### src/rtl/led_sink_pkg.sv
// Purpose: shared constants and types for the eight-channel LED sink control logic
// Assumes: one core clock; every pin is asynchronous to it
// Notes: the serial clock pin is sampled, not used as a clock
package led_sink_pkg;

	localparam int CHANNELS = 8;

	// reset values
	localparam logic [7:0] LATCH_RESET = 8'h00;
	localparam logic [7:0] SHIFT_RESET = 8'h00;
	localparam logic [7:0] SINK_RESET = 8'h00;
	// enable pin idles high, so the pulse history starts as all high samples
	localparam logic [2:0] EN_HIST_RESET = 3'h7;
	// pattern of the last three enable samples that marks a mode-switch pulse: high, low, high
	localparam logic [2:0] SWITCH_PULSE_PATTERN = 3'h5;
	// synchroniser start values, bit order {enable, strobe, serial data, serial clock}
	localparam logic [3:0] PIN_SYNC_INIT = 4'h8;
	localparam int PIN_EN_BIT = 3;
	localparam int PIN_STROBE_BIT = 2;
	localparam int PIN_DATA_BIT = 1;
	localparam int PIN_CLK_BIT = 0;

	// timing
	localparam int CORE_CLK_KHZ = 250000;
	localparam int SERIAL_CLK_MAX_KHZ = 25000;
	// core cycles in the shortest legal serial clock period
	localparam int SERIAL_PERIOD_CYCLES = CORE_CLK_KHZ / SERIAL_CLK_MAX_KHZ;

	typedef enum logic [1:0] {
		MODE_NORMAL,
		MODE_SWITCH,
		MODE_DETECT
	} mode_t;

endpackage

### src/rtl/led_sink_shift_latch_detect.sv
// Purpose: serial-in parallel-out control of an eight-channel LED sink driver with open/short detection
// Assumes: all pins asynchronous to core_clk; serial clock at most 25 MHz against a 250 MHz core
// Notes: serial clock rising edges are found by sampling; analog sensing sits outside on err_*
//
// Behaviour
// RULE1: eight-bit shift register feeds an eight-bit output latch.
// RULE2: serial input pin enters the first shift stage on each shift.
// RULE3: shift register advances once per rising serial clock edge.
// RULE4: eight independent sink outputs, one per latch bit.
// RULE5: outside mode switching, strobe high makes the latch transparent. After mode switching the code keeps the latch closed until strobe has been low.
// RULE6: outside mode switching, strobe low holds the latch contents.
// RULE7: latch bit one sinks only while enable is low; zero stays off.
// RULE8: three phases: normal, mode switching, detection.
// RULE9: a one-clock low pulse on enable enters mode switching.
// RULE10: during mode switching the strobe never latches data, only selects mode.
// RULE11: in switching, strobe high selects detection, low selects normal.
// RULE12: in detection, enable low drives outputs and evaluates channel currents.
// RULE13: error results load into the shift register and shift out serially.
// RULE14: controller keeps the serial clock at or below 25 MHz.
// RULE15: enable high turns all outputs off in every phase.
// RULE16: serial output shows the last shift stage for cascading.
// RULE17: after reset: normal mode, latch cleared.
// RULE18: switch pulse is one low enable sample between two high samples.
`timescale 1ns/1ns
module led_sink_shift_latch_detect import led_sink_pkg::*; #(
	parameter int CH = CHANNELS
) (
	input wire logic core_clk,
	input wire logic rst_b,
	input wire logic serial_clk,
	input wire logic serial_in,
	input wire logic strobe_select,
	input wire logic enable_switch_detect,
	output logic serial_out,
	output logic [CH-1:0] sink_channels,
	output logic detect_sense,
	input wire logic err_valid,
	output logic err_ready,
	input wire logic [CH-1:0] err_flags,
	output logic mode_detect,
	output logic mode_switching
);
	logic [3:0] pins_s;
	logic clk_s;
	logic data_s;
	logic strobe_s;
	logic en_s;
	logic clk_prev_q;
	logic sclk_rise;
	logic [2:0] en_hist_q;
	logic switch_pulse;
	mode_t mode_q;
	logic [CH-1:0] shift_q;
	logic [CH-1:0] latch_q;
	logic [CH-1:0] sink_q;
	logic detect_sense_q;
	logic err_buf_valid;
	logic [CH-1:0] err_buf_data;
	logic load_errors;
	logic err_take;
	logic strobe_armed_q;

	function automatic logic rises(input logic now_v, input logic was_v);
		rises = now_v && !was_v;
	endfunction

	pin_sync #(
		.W(4),
		.INIT(PIN_SYNC_INIT)
	) u_pin_sync (
		.core_clk(core_clk),
		.rst_b(rst_b),
		.pin_d({enable_switch_detect, strobe_select, serial_in, serial_clk}),
		.pin_q(pins_s)
	);

	assign clk_s = pins_s[PIN_CLK_BIT];
	assign data_s = pins_s[PIN_DATA_BIT];
	assign strobe_s = pins_s[PIN_STROBE_BIT];
	assign en_s = pins_s[PIN_EN_BIT];

	// serial clock edge found in core domain; 25 MHz gives ten core cycles a period
	always_ff @(posedge core_clk or negedge rst_b) begin
		if (!rst_b) begin
			clk_prev_q <= 1'b0;
		end else begin
			clk_prev_q <= clk_s;
		end
	end

	assign sclk_rise = rises(clk_s, clk_prev_q); // [RULE3] [RULE14]

	// enable sampled at each serial clock rising edge
	always_ff @(posedge core_clk or negedge rst_b) begin
		if (!rst_b) begin
			en_hist_q <= EN_HIST_RESET;
		end else if (sclk_rise) begin
			en_hist_q <= {en_hist_q[1:0], en_s};
		end
	end

	// a longer low is plain output enable, not a switch request
	assign switch_pulse = ({en_hist_q[1:0], en_s} == SWITCH_PULSE_PATTERN); // [RULE18]

	// phase control
	always_ff @(posedge core_clk or negedge rst_b) begin
		if (!rst_b) begin
			mode_q <= MODE_NORMAL; // [RULE17]
		end else if (sclk_rise) begin
			case (mode_q)
				MODE_NORMAL, MODE_DETECT: begin
					if (switch_pulse) begin
						mode_q <= MODE_SWITCH; // [RULE9] [RULE8]
					end
				end
				MODE_SWITCH: begin
					// strobe level at the edge after the pulse picks the next mode
					if (switch_pulse) begin
						mode_q <= MODE_SWITCH;
					end else if (strobe_s) begin
						mode_q <= MODE_DETECT; // [RULE11]
					end else begin
						mode_q <= MODE_NORMAL; // [RULE11]
					end
				end
				default: begin
					mode_q <= MODE_NORMAL;
				end
			endcase
		end
	end

	// error words load while detection is enabled; otherwise the register shifts
	assign load_errors = sclk_rise && (mode_q == MODE_DETECT) && !en_s;
	assign err_take = load_errors && err_buf_valid;

	two_entry_buffer #(
		.W(CH)
	) u_err_buffer (
		.core_clk(core_clk),
		.rst_b(rst_b),
		.in_valid(err_valid),
		.in_ready(err_ready),
		.in_data(err_flags),
		.out_valid(err_buf_valid),
		.out_ready(load_errors),
		.out_data(err_buf_data)
	);

	always_ff @(posedge core_clk or negedge rst_b) begin
		if (!rst_b) begin
			shift_q <= SHIFT_RESET;
		end else if (err_take) begin
			shift_q <= err_buf_data; // [RULE13]
		end else if (sclk_rise) begin
			shift_q <= {shift_q[CH-2:0], data_s}; // [RULE1] [RULE2] [RULE3]
		end
	end

	// the strobe level that picked a mode must not latch once the new mode starts
	always_ff @(posedge core_clk or negedge rst_b) begin
		if (!rst_b) begin
			strobe_armed_q <= 1'b1;
		end else if (mode_q == MODE_SWITCH) begin
			strobe_armed_q <= 1'b0; // [RULE10]
		end else if (!strobe_s) begin
			strobe_armed_q <= 1'b1;
		end
	end

	// latch follows the shift register one core cycle late while transparent
	always_ff @(posedge core_clk or negedge rst_b) begin
		if (!rst_b) begin
			latch_q <= LATCH_RESET; // [RULE17]
		end else if (mode_q != MODE_SWITCH && strobe_s && strobe_armed_q) begin
			latch_q <= shift_q; // [RULE5] [RULE6] [RULE10] [RULE1]
		end
	end

	// gating uses the filtered enable, so blanking lags the pin by a few core cycles
	always_ff @(posedge core_clk or negedge rst_b) begin
		if (!rst_b) begin
			sink_q <= SINK_RESET;
		end else if (en_s) begin
			sink_q <= '0; // [RULE15]
		end else begin
			sink_q <= latch_q; // [RULE7] [RULE4] [RULE12]
		end
	end

	always_ff @(posedge core_clk or negedge rst_b) begin
		if (!rst_b) begin
			detect_sense_q <= 1'b0;
		end else begin
			detect_sense_q <= (mode_q == MODE_DETECT) && !en_s; // [RULE12]
		end
	end

	assign sink_channels = sink_q;
	assign serial_out = shift_q[CH-1]; // [RULE16] [RULE13]
	assign detect_sense = detect_sense_q;
	assign mode_detect = (mode_q == MODE_DETECT);
	assign mode_switching = (mode_q == MODE_SWITCH);
endmodule // led_sink_shift_latch_detect

### src/rtl/pin_sync.sv
// Purpose: three-stage synchroniser with agreement filter for asynchronous pins
// Assumes: inputs change slower than two core cycles
// Notes: output moves only when stages two and three agree
`timescale 1ns/1ns
module pin_sync #(
	parameter int W = 4,
	parameter logic [W-1:0] INIT = '0
) (
	input wire logic core_clk,
	input wire logic rst_b,
	input wire logic [W-1:0] pin_d,
	output logic [W-1:0] pin_q
);
	logic [W-1:0] s1_q;
	logic [W-1:0] s2_q;
	logic [W-1:0] s3_q;

	always_ff @(posedge core_clk or negedge rst_b) begin
		if (!rst_b) begin
			s1_q <= INIT;
			s2_q <= INIT;
			s3_q <= INIT;
		end else begin
			s1_q <= pin_d;
			s2_q <= s1_q;
			s3_q <= s2_q;
		end
	end

	// per bit: a single-cycle disagreement never reaches the output
	always_ff @(posedge core_clk or negedge rst_b) begin
		if (!rst_b) begin
			pin_q <= INIT;
		end else begin
			for (int i = 0; i < W; i++) begin
				if (s2_q[i] == s3_q[i]) begin
					pin_q[i] <= s3_q[i];
				end
			end
		end
	end
endmodule // pin_sync

### src/rtl/two_entry_buffer.sv
// Purpose: two-entry buffer with valid and ready on both sides
// Assumes: single clock
// Notes: in_ready is low only when both entries are full
`timescale 1ns/1ns
module two_entry_buffer #(
	parameter int W = 8
) (
	input wire logic core_clk,
	input wire logic rst_b,
	input wire logic in_valid,
	output logic in_ready,
	input wire logic [W-1:0] in_data,
	output logic out_valid,
	input wire logic out_ready,
	output logic [W-1:0] out_data
);
	logic [W-1:0] head_q;
	logic [W-1:0] tail_q;
	logic [1:0] count_q;
	logic push;
	logic pop;

	assign in_ready = (count_q != 2'h2);
	assign out_valid = (count_q != 2'h0);
	assign out_data = head_q;
	assign push = in_valid && in_ready;
	assign pop = out_valid && out_ready;

	always_ff @(posedge core_clk or negedge rst_b) begin
		if (!rst_b) begin
			count_q <= 2'h0;
		end else if (push && !pop) begin
			count_q <= count_q + 2'h1;
		end else if (pop && !push) begin
			count_q <= count_q - 2'h1;
		end
	end

	always_ff @(posedge core_clk or negedge rst_b) begin
		if (!rst_b) begin
			head_q <= '0;
			tail_q <= '0;
		end else begin
			if (pop) begin
				head_q <= (count_q == 2'h2) ? tail_q : in_data;
			end else if (push && count_q == 2'h0) begin
				head_q <= in_data;
			end
			// when one entry drains while another arrives, the new word lands in head instead
			if (push && ((count_q == 2'h1 && !pop) || (count_q == 2'h2 && pop))) begin
				tail_q <= in_data;
			end
		end
	end
endmodule // two_entry_buffer

### config.mk
export PLATFORM = sky130hd
export DESIGN_NAME = led_sink_shift_latch_detect
export DESIGN_NICKNAME = d
export VERILOG_FILES = /design/src/rtl/led_sink_pkg.sv /design/src/rtl/led_sink_shift_latch_detect.sv /design/src/rtl/pin_sync.sv /design/src/rtl/two_entry_buffer.sv
export SDC_FILE = /design/constraint.sdc
export NUM_CORES = 1
export LEC_CHECK = 0
export ABC_AREA = 1
export BUFFER_PORTS_ARGS = -buffer_cell sky130_fd_sc_hd__buf_2
export CORE_ASPECT_RATIO = 1.5
export CORE_MARGIN = 10
export CORE_UTILIZATION = 50
export CTS_BUF_LIST = sky130_fd_sc_hd__clkbuf_16
export CTS_CLUSTER_DIAMETER = 120
export DETAILED_ROUTE_END_ITERATION = 7
export PLACE_DENSITY = 0.69
export SLEW_MARGIN = 15
export SYNTH_ARGS = -nofsm -noshare
export SYNTH_HDL_FRONTEND = slang
export SYNTH_SLANG_ARGS = --single-unit
### constraint.sdc
create_clock -name core_clk -period 2 [get_ports core_clk]
set_clock_uncertainty 0.05 [all_clocks]
set_input_delay 0.2 -clock core_clk [delete_from_list [all_inputs] [get_ports core_clk]]
set_output_delay 0.2 -clock core_clk [all_outputs]
set_load 0.01 [all_outputs]
==> results of run 1 <==
## metrics by stage
stage | setup WS [ns] | hold slack [ns] | instances | cell area, um2
global placement | 0.3094 | 0.1882 | 394 | 2993
detailed placement | 0.2593 | 0.1912 | 394 | 2993
floorplan | 0.2463 | -0.1456 | 302 | 2781
global route | 0.1370 | 0.1129 | 415 | 3324
CTS | 0.2508 | 0.08623 | 415 | 3324
finish | 0.2656 | 0.09287 | 415 | 3324
## cell usage in the layout, fill, tap and decap left out, drive strengths merged
master,synthesis,final
a21oi,1,1
o21ai,14,14
xnor2,1,1
nor2,15,15
xor2,1,1
clkbuf,2,9
dlygate4sd3,0,5
and3,1,1
nand3,33,33
inv,28,30
clkinvlp,0,1
maj3,4,4
bufinv,0,1
nand3b,8,8
buf,9,33
o211ai,1,1
dfstp,7,7
nand2,115,115
ha,4,4
clkinv,0,3
dfrtp,58,58
## worst paths after layout
| path | slack (ns) | end |
|---|---|---|
| max in group asynchronous | 1.22 | u_pin_sync.s2_q[3] |
| max reg2reg | 0.27 | u_err_buffer.count_q[1] |
| min | 0.09 | u_err_buffer.tail_q[2] |
| max | 0.27 | u_err_buffer.count_q[1] |
| min reg2reg | 0.30 | u_pin_sync.s2_q[2] |
| min in group asynchronous | 0.37 | u_pin_sync.s1_q[2] |
## power breakdown
part           leakage, nW  internal (W)  switching [W]  total, W
logic                0.836      0.000439       0.000644   0.00108
registers            0.809       0.00172       0.000184   0.00190
clock network        0.141      0.000939       0.000509   0.00145
## flip-flops by register name (all words and copies together) (netlist names)
register and count:
clk_prev_q 1, detect_sense 1, en_hist_q 2, latch_q 8, mode_q 2, shift_q 8, sink_channels 8, strobe_armed_q 1
u_err_buffer.count_q 2, u_err_buffer.out_data 8, u_err_buffer.tail_q 8, u_pin_sync.pin_q 4, u_pin_sync.s1_q 4, u_pin_sync.s2_q 4, u_pin_sync.s3_q 4
## cell families (layout without fill, tap and decap cells)
logic type,count (synthesis),count (layout),synth area share
AOI/OAI and AO/OA,16,16,0.02969
xor gates and xnor gates,2,2,0.006299
adders and majority gates,8,8,0.03239
buffers and inverters,39,82,0.06343
DFF,65,65,0.5879
and+or+nand+nor,172,172,0.2803
## final cells by class
type	instances	area [um2]	area share
timing repair buffer	38	242.7	0.07301
inverter	28	107.6	0.03237
clock inverter	7	56.30	0.01694
tap	70	87.58	0.02635
multi-input combinational	198	969.7	0.2917
sequential	65	1635	0.4919
clock buffer	9	225.2	0.06775
## timing repair
action | CTS | global route
hold buffers | 5 | 0
setup endpoints to repair | 0 | 0
endpoints found under the hold margin | 62 | 0
## critical path, stage by stage, from the launching register on
cell and delay (ns):
dfrtp_1 0.39, inv_1 0.08, ha_1 0.28, nor2_8 0.15
nand2_4 0.15, ha_1 0.38, nand2_1 0.08, o21ai_0 0.07
## per-layer routing
| metal | up-vias | part of all wire | track usage |
|---|---|---|---|
| met5 | - | 0 | 0 |
| li1 | 1025 | - | - |
| met2 | 34 | 0.49 | 0.1908 |
| met1 | 875 | 0.42 | 0.1268 |
| met4 | 0 | 0.032 | 0.08575 |
| met3 | 12 | 0.050 | 0.02738 |
==> impl_metrics.json, run 1 <==
{
  "status": "completed",
  "nets": 359,
  "syn_area_per_cell_um2": 9.210,
  "synth_top_cell_by_area": "dfrtp_1",
  "post_cts_buffers": 0,
  "grt_pass1_wl_mm": 8.521,
  "drtIter0Drc": 142,
  "yosys_register_bits": 65,
  "critPathCaptureType": "flop",
  "wl_mm": 4.715,
  "required_ns": 2.16,
  "finalCritPeriodShare": 0.8672,
  "coreArea_um2": 5450,
  "slew_viol_final": 0,
  "leakagePower_nw": 1.785,
  "die_y_um": 111.3,
  "cp-startpoint": "u_err_buffer.count_q[0]",
  "relSlewSlack": 0.7758,
  "rsz0062_at_grt": "no",
  "clk_transition_reported_paths_ns": 0.05,
  "detail-route-antenna-nets": 0,
  "synth_warnings": 0,
  "r2r_start": "u_err_buffer.count_q[0]",
  "whs_path_depth": 3,
  "dieArea_um2": 9007,
  "gp_congestion": 0.7605,
  "cts_sinks": 65,
  "cts_resized": 0,
  "hold_path.class": "input pin to flop",
  "start_util": 0.5103,
  "track_usage": 0.1170,
  "cp-start-kind": "flop",
  "drive_above_1_share": 0.1884,
  "dr.pass1.iters": 4,
  "clock.fmax_mhz": 576.6,
  "grt_pass1_vias": 1991,
  "min_period_ns": 1.734,
  "pwr_density_cell_nw_per_um2": 1334,
  "tightest_slew_ns": 0.3351,
  "vias": 1946,
  "antenna_cells": 0,
  "cts.path.max_buffers": 2,
  "synthArstFlopShare": 1.000,
  "hold_viol": 0,
  "h-tree-depth": 3,
  "vdd.ir_drop.worst_v": 0.0006890,
  "power.total_w": 0.004435,
  "portBuffers": 27,
  "synthesis.nets": 321,
  "yosysTopAreaCellShare": 0.5218,
  "grt_start_max_net_pins": 66,
  "synth_edf_count": 0,
  "netlist_area_um2": 2781,
  "drc": 0,
  "dp_hpwl_mm": 3.263,
  "synth_cell_types": 27,
  "ys_top_cells_by_count": "nand2_1, dfrtp_1, nand3_1",
  "grt.overflow.total": 0,
  "setup_viol": 0,
  "antenna_found_initial": 0,
  "wl_per_cell_um": 11.36,
  "synth_seq_area_share": 0.5879,
  "synth_ff_type": "dfrtp_1",
  "cts_buffers": 9,
  "fin_util": 0.6100,
  "synthMostInstantiatedCell": "nand2_1",
  "worstSetupPathType": "flop to flop",
  "placementRows": 33,
  "tns_ns": 0,
  "ys_top_cells_by_area": "dfrtp_1, nand2_1, dfstp_2, nand3_1, inv_1",
  "critPathMaxFanout": 20,
  "clock_latency_ns": 0.32,
  "cts_root_buf": "clkbuf_16",
  "r2r_cells": 7,
  "syn2layout_area_growth_pct": 19.52,
  "post_drt_via_cell_ratio": 4.689,
  "io_pins": 28,
  "maxCapViolCount": 0,
  "synth_cells": 302,
  "min-delay-start": "err_flags[2]",
  "cp.arrival_ns": 1.89,
  "cts_tree": "yes",
  "fillerInstances": 507,
  "die_w_um": 80.90
}
Note: power is estimated with default switching activity, not from simulation.
==> inputs of run 2 (changes only) <==
Settings changed: CTS_CLUSTER_DIAMETER 120 to not set, RECOVER_POWER set to 100.
==> impl_metrics.json, run 2 (synthesis gave the netlist of run 1 again) <==
{
  "dr.pass1.iters": 5,
  "finalCritPeriodShare": 0.8734,
  "dieArea_um2": 9007,
  "clock.fmax_mhz": 572.5,
  "vias": 1941,
  "critPathMaxFanout": 20,
  "final_common_cell": "nand2_1",
  "fin_area_um2": 3284,
  "post_cts_buffers": 0,
  "cp.arrival_ns": 1.90,
  "worstSetupPathType": "flop to flop",
  "dp_hpwl_mm": 3.263,
  "cts_root_buf": "clkbuf_16",
  "hold_path.class": "input pin to flop",
  "critPathCaptureType": "flop",
  "track_usage": 0.1170,
  "h-tree-depth": 3,
  "syn2layout_area_growth_pct": 18.08,
  "post_drt_via_cell_ratio": 4.677,
  "met1_usage": 0.1268,
  "die_y_um": 111.3,
  "fin_ws_ns": 0.2532,
  "pwr_density_cell_nw_per_um2": 1338,
  "crit_family": "simple AND/OR/NAND/NOR gates",
  "gp_congestion": 0.7605,
  "hold_viol": 0,
  "rsz0062_at_grt": "no",
  "cp_slowest_cell": "dfrtp_1",
  "min_period_ns": 1.747,
  "wl_per_cell_um": 11.32,
  "cp_num_cells": 7,
  "grt_pass1_wl_mm": 8.521,
  "relSlewSlack": 0.4310,
  "r2r_cells": 7,
  "cts_buffers": 9,
  "tightest_slew_ns": 0.8535,
  "wl_mm": 4.697,
  "cp-start-kind": "flop",
  "clk_transition_reported_paths_ns": 0.05,
  "cp.buffers_inverters": 1,
  "fillerInstances": 525,
  "use_met3": 0.02738,
  "clock_latency_ns": 0.32,
  "antenna_found_initial": 0,
  "grt-busiest-layer": "met2",
  "crit_chain": "inv_2 -> nand2_1 -> nor2_8 -> nand2_4 -> ha_1 -> nand2_1 -> o21ai_0",
  "coreArea_um2": 5450,
  "fin_util": 0.6026,
  "slew_viol_final": 0,
  "dp_slack_ns": 0.2593,
  "cts_tree": "yes",
  "grt_pass1_vias": 1991,
  "cpPeakStageDelay_ns": 0.38,
  "dpl_cell_area_um2": 2993,
  "met2_usage": 0.1908,
  "placementRows": 33,
  "antenna_cells": 0,
  "drtIter0Drc": 121,
  "cts_sinks": 65,
  "maxCapViolCount": 0,
  "path_common_cell": "nand2_1",
  "detail-route-antenna-nets": 0,
  "die_w_um": 80.90,
  "nets": 359,
  "required_ns": 2.16,
  "drive_above_1_share": 0.1391,
  "cts.path.max_buffers": 2,
  "grt.overflow.total": 0,
  "start_util": 0.5103,
  "layout_common_cells": "nand2_1, dfrtp_1, nand3_1",
  "io_pins": 28,
  "setup_viol": 0,
  "tns_ns": 0,
  "whs_path_depth": 3,
  "drc": 0,
  "leakagePower_nw": 1.728,
  "grt_start_max_net_pins": 66,
  "portBuffers": 27,
  "status": "completed",
  "power.total_w": 0.004395,
  "vdd.ir_drop.worst_v": 0.0006885
}
## run 2: where the power goes
| part | switching [W] | leakage (nW) | internal (W) |
|---|---|---|---|
| clock | 0.000508 | 0.141 | 0.000939 |
| sequential | 0.000182 | 0.808 | 0.00172 |
| combinational | 0.000635 | 0.779 | 0.000411 |
| total | 0.00133 | 1.73 | 0.00307 |
## run 2: cell type report
type	count	area (um2)	area share
inverter	28	107.6	0.03276
clock inverter	7	56.30	0.01714
sequential	65	1635	0.4979
clock buffer	9	225.2	0.06857
multi-input combinational	198	959.7	0.2922
timing repair buffer	38	212.7	0.06476
tap	70	87.58	0.02667
## run 2: worst min-delay path, delay by kind of cell
kind,cells,cell delay (ns)
and+or+nand+nor,2,0.13
buffers and inverters,1,0.10
## run 2: routing by layer
layer  part of all wire  routed length [um]  up-vias
li1                   -                   -     1024
met1               0.42                1987      869
met2               0.49                2311       36
met3              0.052                 244       12
met4              0.033                 153        0
met5                  0                   0        -
## run 2: path summary, 6_finish.rpt
kind	to	startpoint	slack (ns)
worst max-delay path	u_err_buffer.count_q[1]	mode_q[0]	0.25
worst min-delay path	u_err_buffer.tail_q[2]	err_flags[2]	0.09
worst max register to register	u_err_buffer.count_q[1]	mode_q[0]	0.25
worst min register to register	u_pin_sync.s2_q[2]	u_pin_sync.s1_q[2]	0.30
max in group asynchronous	sink_channels[4]	rst_b	0.77
min in group asynchronous	u_pin_sync.s1_q[2]	rst_b	0.58
## run 2: stage by stage
step / cells / hold WS [ns]
6_report: 415 / 0.09362
5_1_grt: 415 / 0.1129
4_1_cts: 415 / 0.08623
3_5_place_dp: 394 / 0.1912
3_3_place_gp: 394 / 0.1882
2_1_floorplan: 302 / -0.1456
## run 2: what timing repair did
item | 4_1_cts | 5_1_grt
hold buffers | 5 | 0
gates resized for setup | 0 | 0
hold endpoints to repair | 62 | 0
==> inputs of run 3 (changes only) <==
Settings changed: PLACE_DENSITY 0.69 to not set, PLACE_DENSITY_LB_ADDON set to 0.12.
Clock period 2 ns to 2.15 ns, I/O delays scaled along.
==> impl_metrics.json, run 3 (synthesis gave the netlist of run 1 again) <==
{
  "wl_per_cell_um": 11.68,
  "fin_util": 0.6038,
  "ff_latch_area_um2": 1635,
  "min-delay-start": "err_flags[4]",
  "relSlewSlack": 0.07624,
  "pwr_density_cell_nw_per_um2": 1284,
  "fin_ws_ns": 0.2986,
  "start_util": 0.5103,
  "post_drt_via_cell_ratio": 4.712,
  "grt_pass1_vias": 1912,
  "io_pins": 28,
  "detail-route-antenna-nets": 0,
  "setup_viol": 0,
  "dp_slack_ns": 0.2964,
  "nets": 357,
  "multiInputGateArea_um2": 954.7,
  "hold_path.class": "input pin to flop",
  "cp-start-kind": "flop",
  "cts_resized": 0,
  "coreArea_um2": 5450,
  "clk_transition_reported_paths_ns": 0.05,
  "vdd.ir_drop.worst_v": 0.0006554,
  "dr.pass1.iters": 4,
  "placementRows": 33,
  "tns_ns": 0,
  "leakagePower_nw": 1.734,
  "rsz0062_at_grt": "no",
  "h-tree-depth": 3,
  "critPathCaptureType": "flop",
  "required_ns": 2.31,
  "r2r-end": "u_err_buffer.out_data[3]",
  "cts_root_buf": "clkbuf_16",
  "wl_mm": 4.824,
  "vias": 1946,
  "portBuffers": 27,
  "die_w_um": 80.90,
  "cts_sinks": 65,
  "drtIter0Drc": 122,
  "r2r_setup_slack_ns": 0.30,
  "whs_path_depth": 3,
  "r2r_cells": 7,
  "worstSetupPathType": "flop to flop",
  "cp.arrival_ns": 2.01,
  "dieArea_um2": 9007,
  "r2r_start": "u_pin_sync.pin_q[0]",
  "grt_pass1_wl_mm": 8.521,
  "hold_viol": 0,
  "min_period_ns": 1.851,
  "power.total_w": 0.004226,
  "antenna_cells": 0,
  "cts_tree": "yes",
  "grt.overflow.total": 0,
  "status": "completed",
  "drive_above_1_share": 0.1312,
  "die_y_um": 111.3,
  "cts_hold_buf": 5,
  "maxCapViolCount": 0,
  "clock.fmax_mhz": 540.1,
  "syn2layout_area_growth_pct": 18.31,
  "post_cts_buffers": 0,
  "cts_buffers": 9,
  "drc": 0,
  "critPathMaxFanout": 26,
  "track_usage": 0.1178,
  "slew_viol_final": 0,
  "antenna_found_initial": 0,
  "tightest_slew_ns": 1.386,
  "layout_common_cells": "nand2_1, dfrtp_1, nand3_1",
  "finalCritPeriodShare": 0.8611,
  "dp_hpwl_mm": 3.242,
  "fillerInstances": 516,
  "cts.path.max_buffers": 2,
  "final_common_cell": "nand2_1",
  "grt_start_max_net_pins": 66,
  "gp_congestion": 0.7349,
  "min_to": "u_err_buffer.tail_q[4]",
  "clock_latency_ns": 0.32
}
## run 3: cell count changes in the layout (fill, tap and decap cells not counted), sizes merged
cell | previous run | this run
bufinv | 1 | 2
inv | 29 | 30
clkinv | 4 | 2
buf | 20 | 18
## run 3: worst max-delay path by stage
stage	start	endpoint	slack (ns)	cells after the start
2_1_floorplan	u_err_buffer.count_q[0]	u_err_buffer.count_q[1]	0.40	8
5_1_grt	rst_b	u_err_buffer.tail_q[3]	0.1	3
4_1_cts	u_err_buffer.count_q[0]	u_err_buffer.out_data[3]	0.29	8
3_3_place_gp	u_err_buffer.count_q[0]	u_err_buffer.out_data[0]	0.35	8
3_5_place_dp	u_err_buffer.count_q[0]	u_err_buffer.out_data[3]	0.30	8
6_report	u_pin_sync.pin_q[0]	u_err_buffer.out_data[3]	0.30	7
## run 3: worst max-delay path, cell delays in order (launching register included)
cell,delay [ns]
dfrtp_1,0.39
nand2_1,0.41
nor2_8,0.04
nand2_4,0.14
buf_4,0.28
nand2_1,0.23
nand2_1,0.12
nand2_1,0.05
## run 3: report_power, final
| group | switching [W] | total, W | internal (W) | leakage (nW) |
|---|---|---|---|---|
| sequential | 0.000173 | 0.00177 | 0.00160 | 0.808 |
| combinational | 0.000591 | 0.000953 | 0.000362 | 0.770 |
| clock | 0.000499 | 0.00150 | 0.00100 | 0.156 |
## run 3: per-stage QoR
stage | hold WS, ns | instances | area [um2]
finish | 0.09795 | 413 | 3291
global route | 0.1223 | 413 | 3291
CTS | 0.09788 | 413 | 3341
detailed placement | 0.2064 | 392 | 2978
global placement | 0.2064 | 392 | 2978
floorplan | -0.1306 | 302 | 2781
## run 3: area by class of cell
type | instances | share of cell area
repair buffers | 36 | 0.05856
clock inverters | 7 | 0.02662
well taps | 70 | 0.02662
flip-flops and latches | 65 | 0.4970
inverters | 28 | 0.03270
multi-input cells | 198 | 0.2901
clock buffers | 9 | 0.06844
## run 3: layer usage
metal | up-vias | part of all wire | global-route usage
met3 | 7 | 0.049 | 0.02979
met2 | 33 | 0.51 | 0.1924
met5 | - | 0 | 0
met1 | 888 | 0.43 | 0.1318
li1 | 1018 | - | -
met4 | 0 | 0.017 | 0.07300
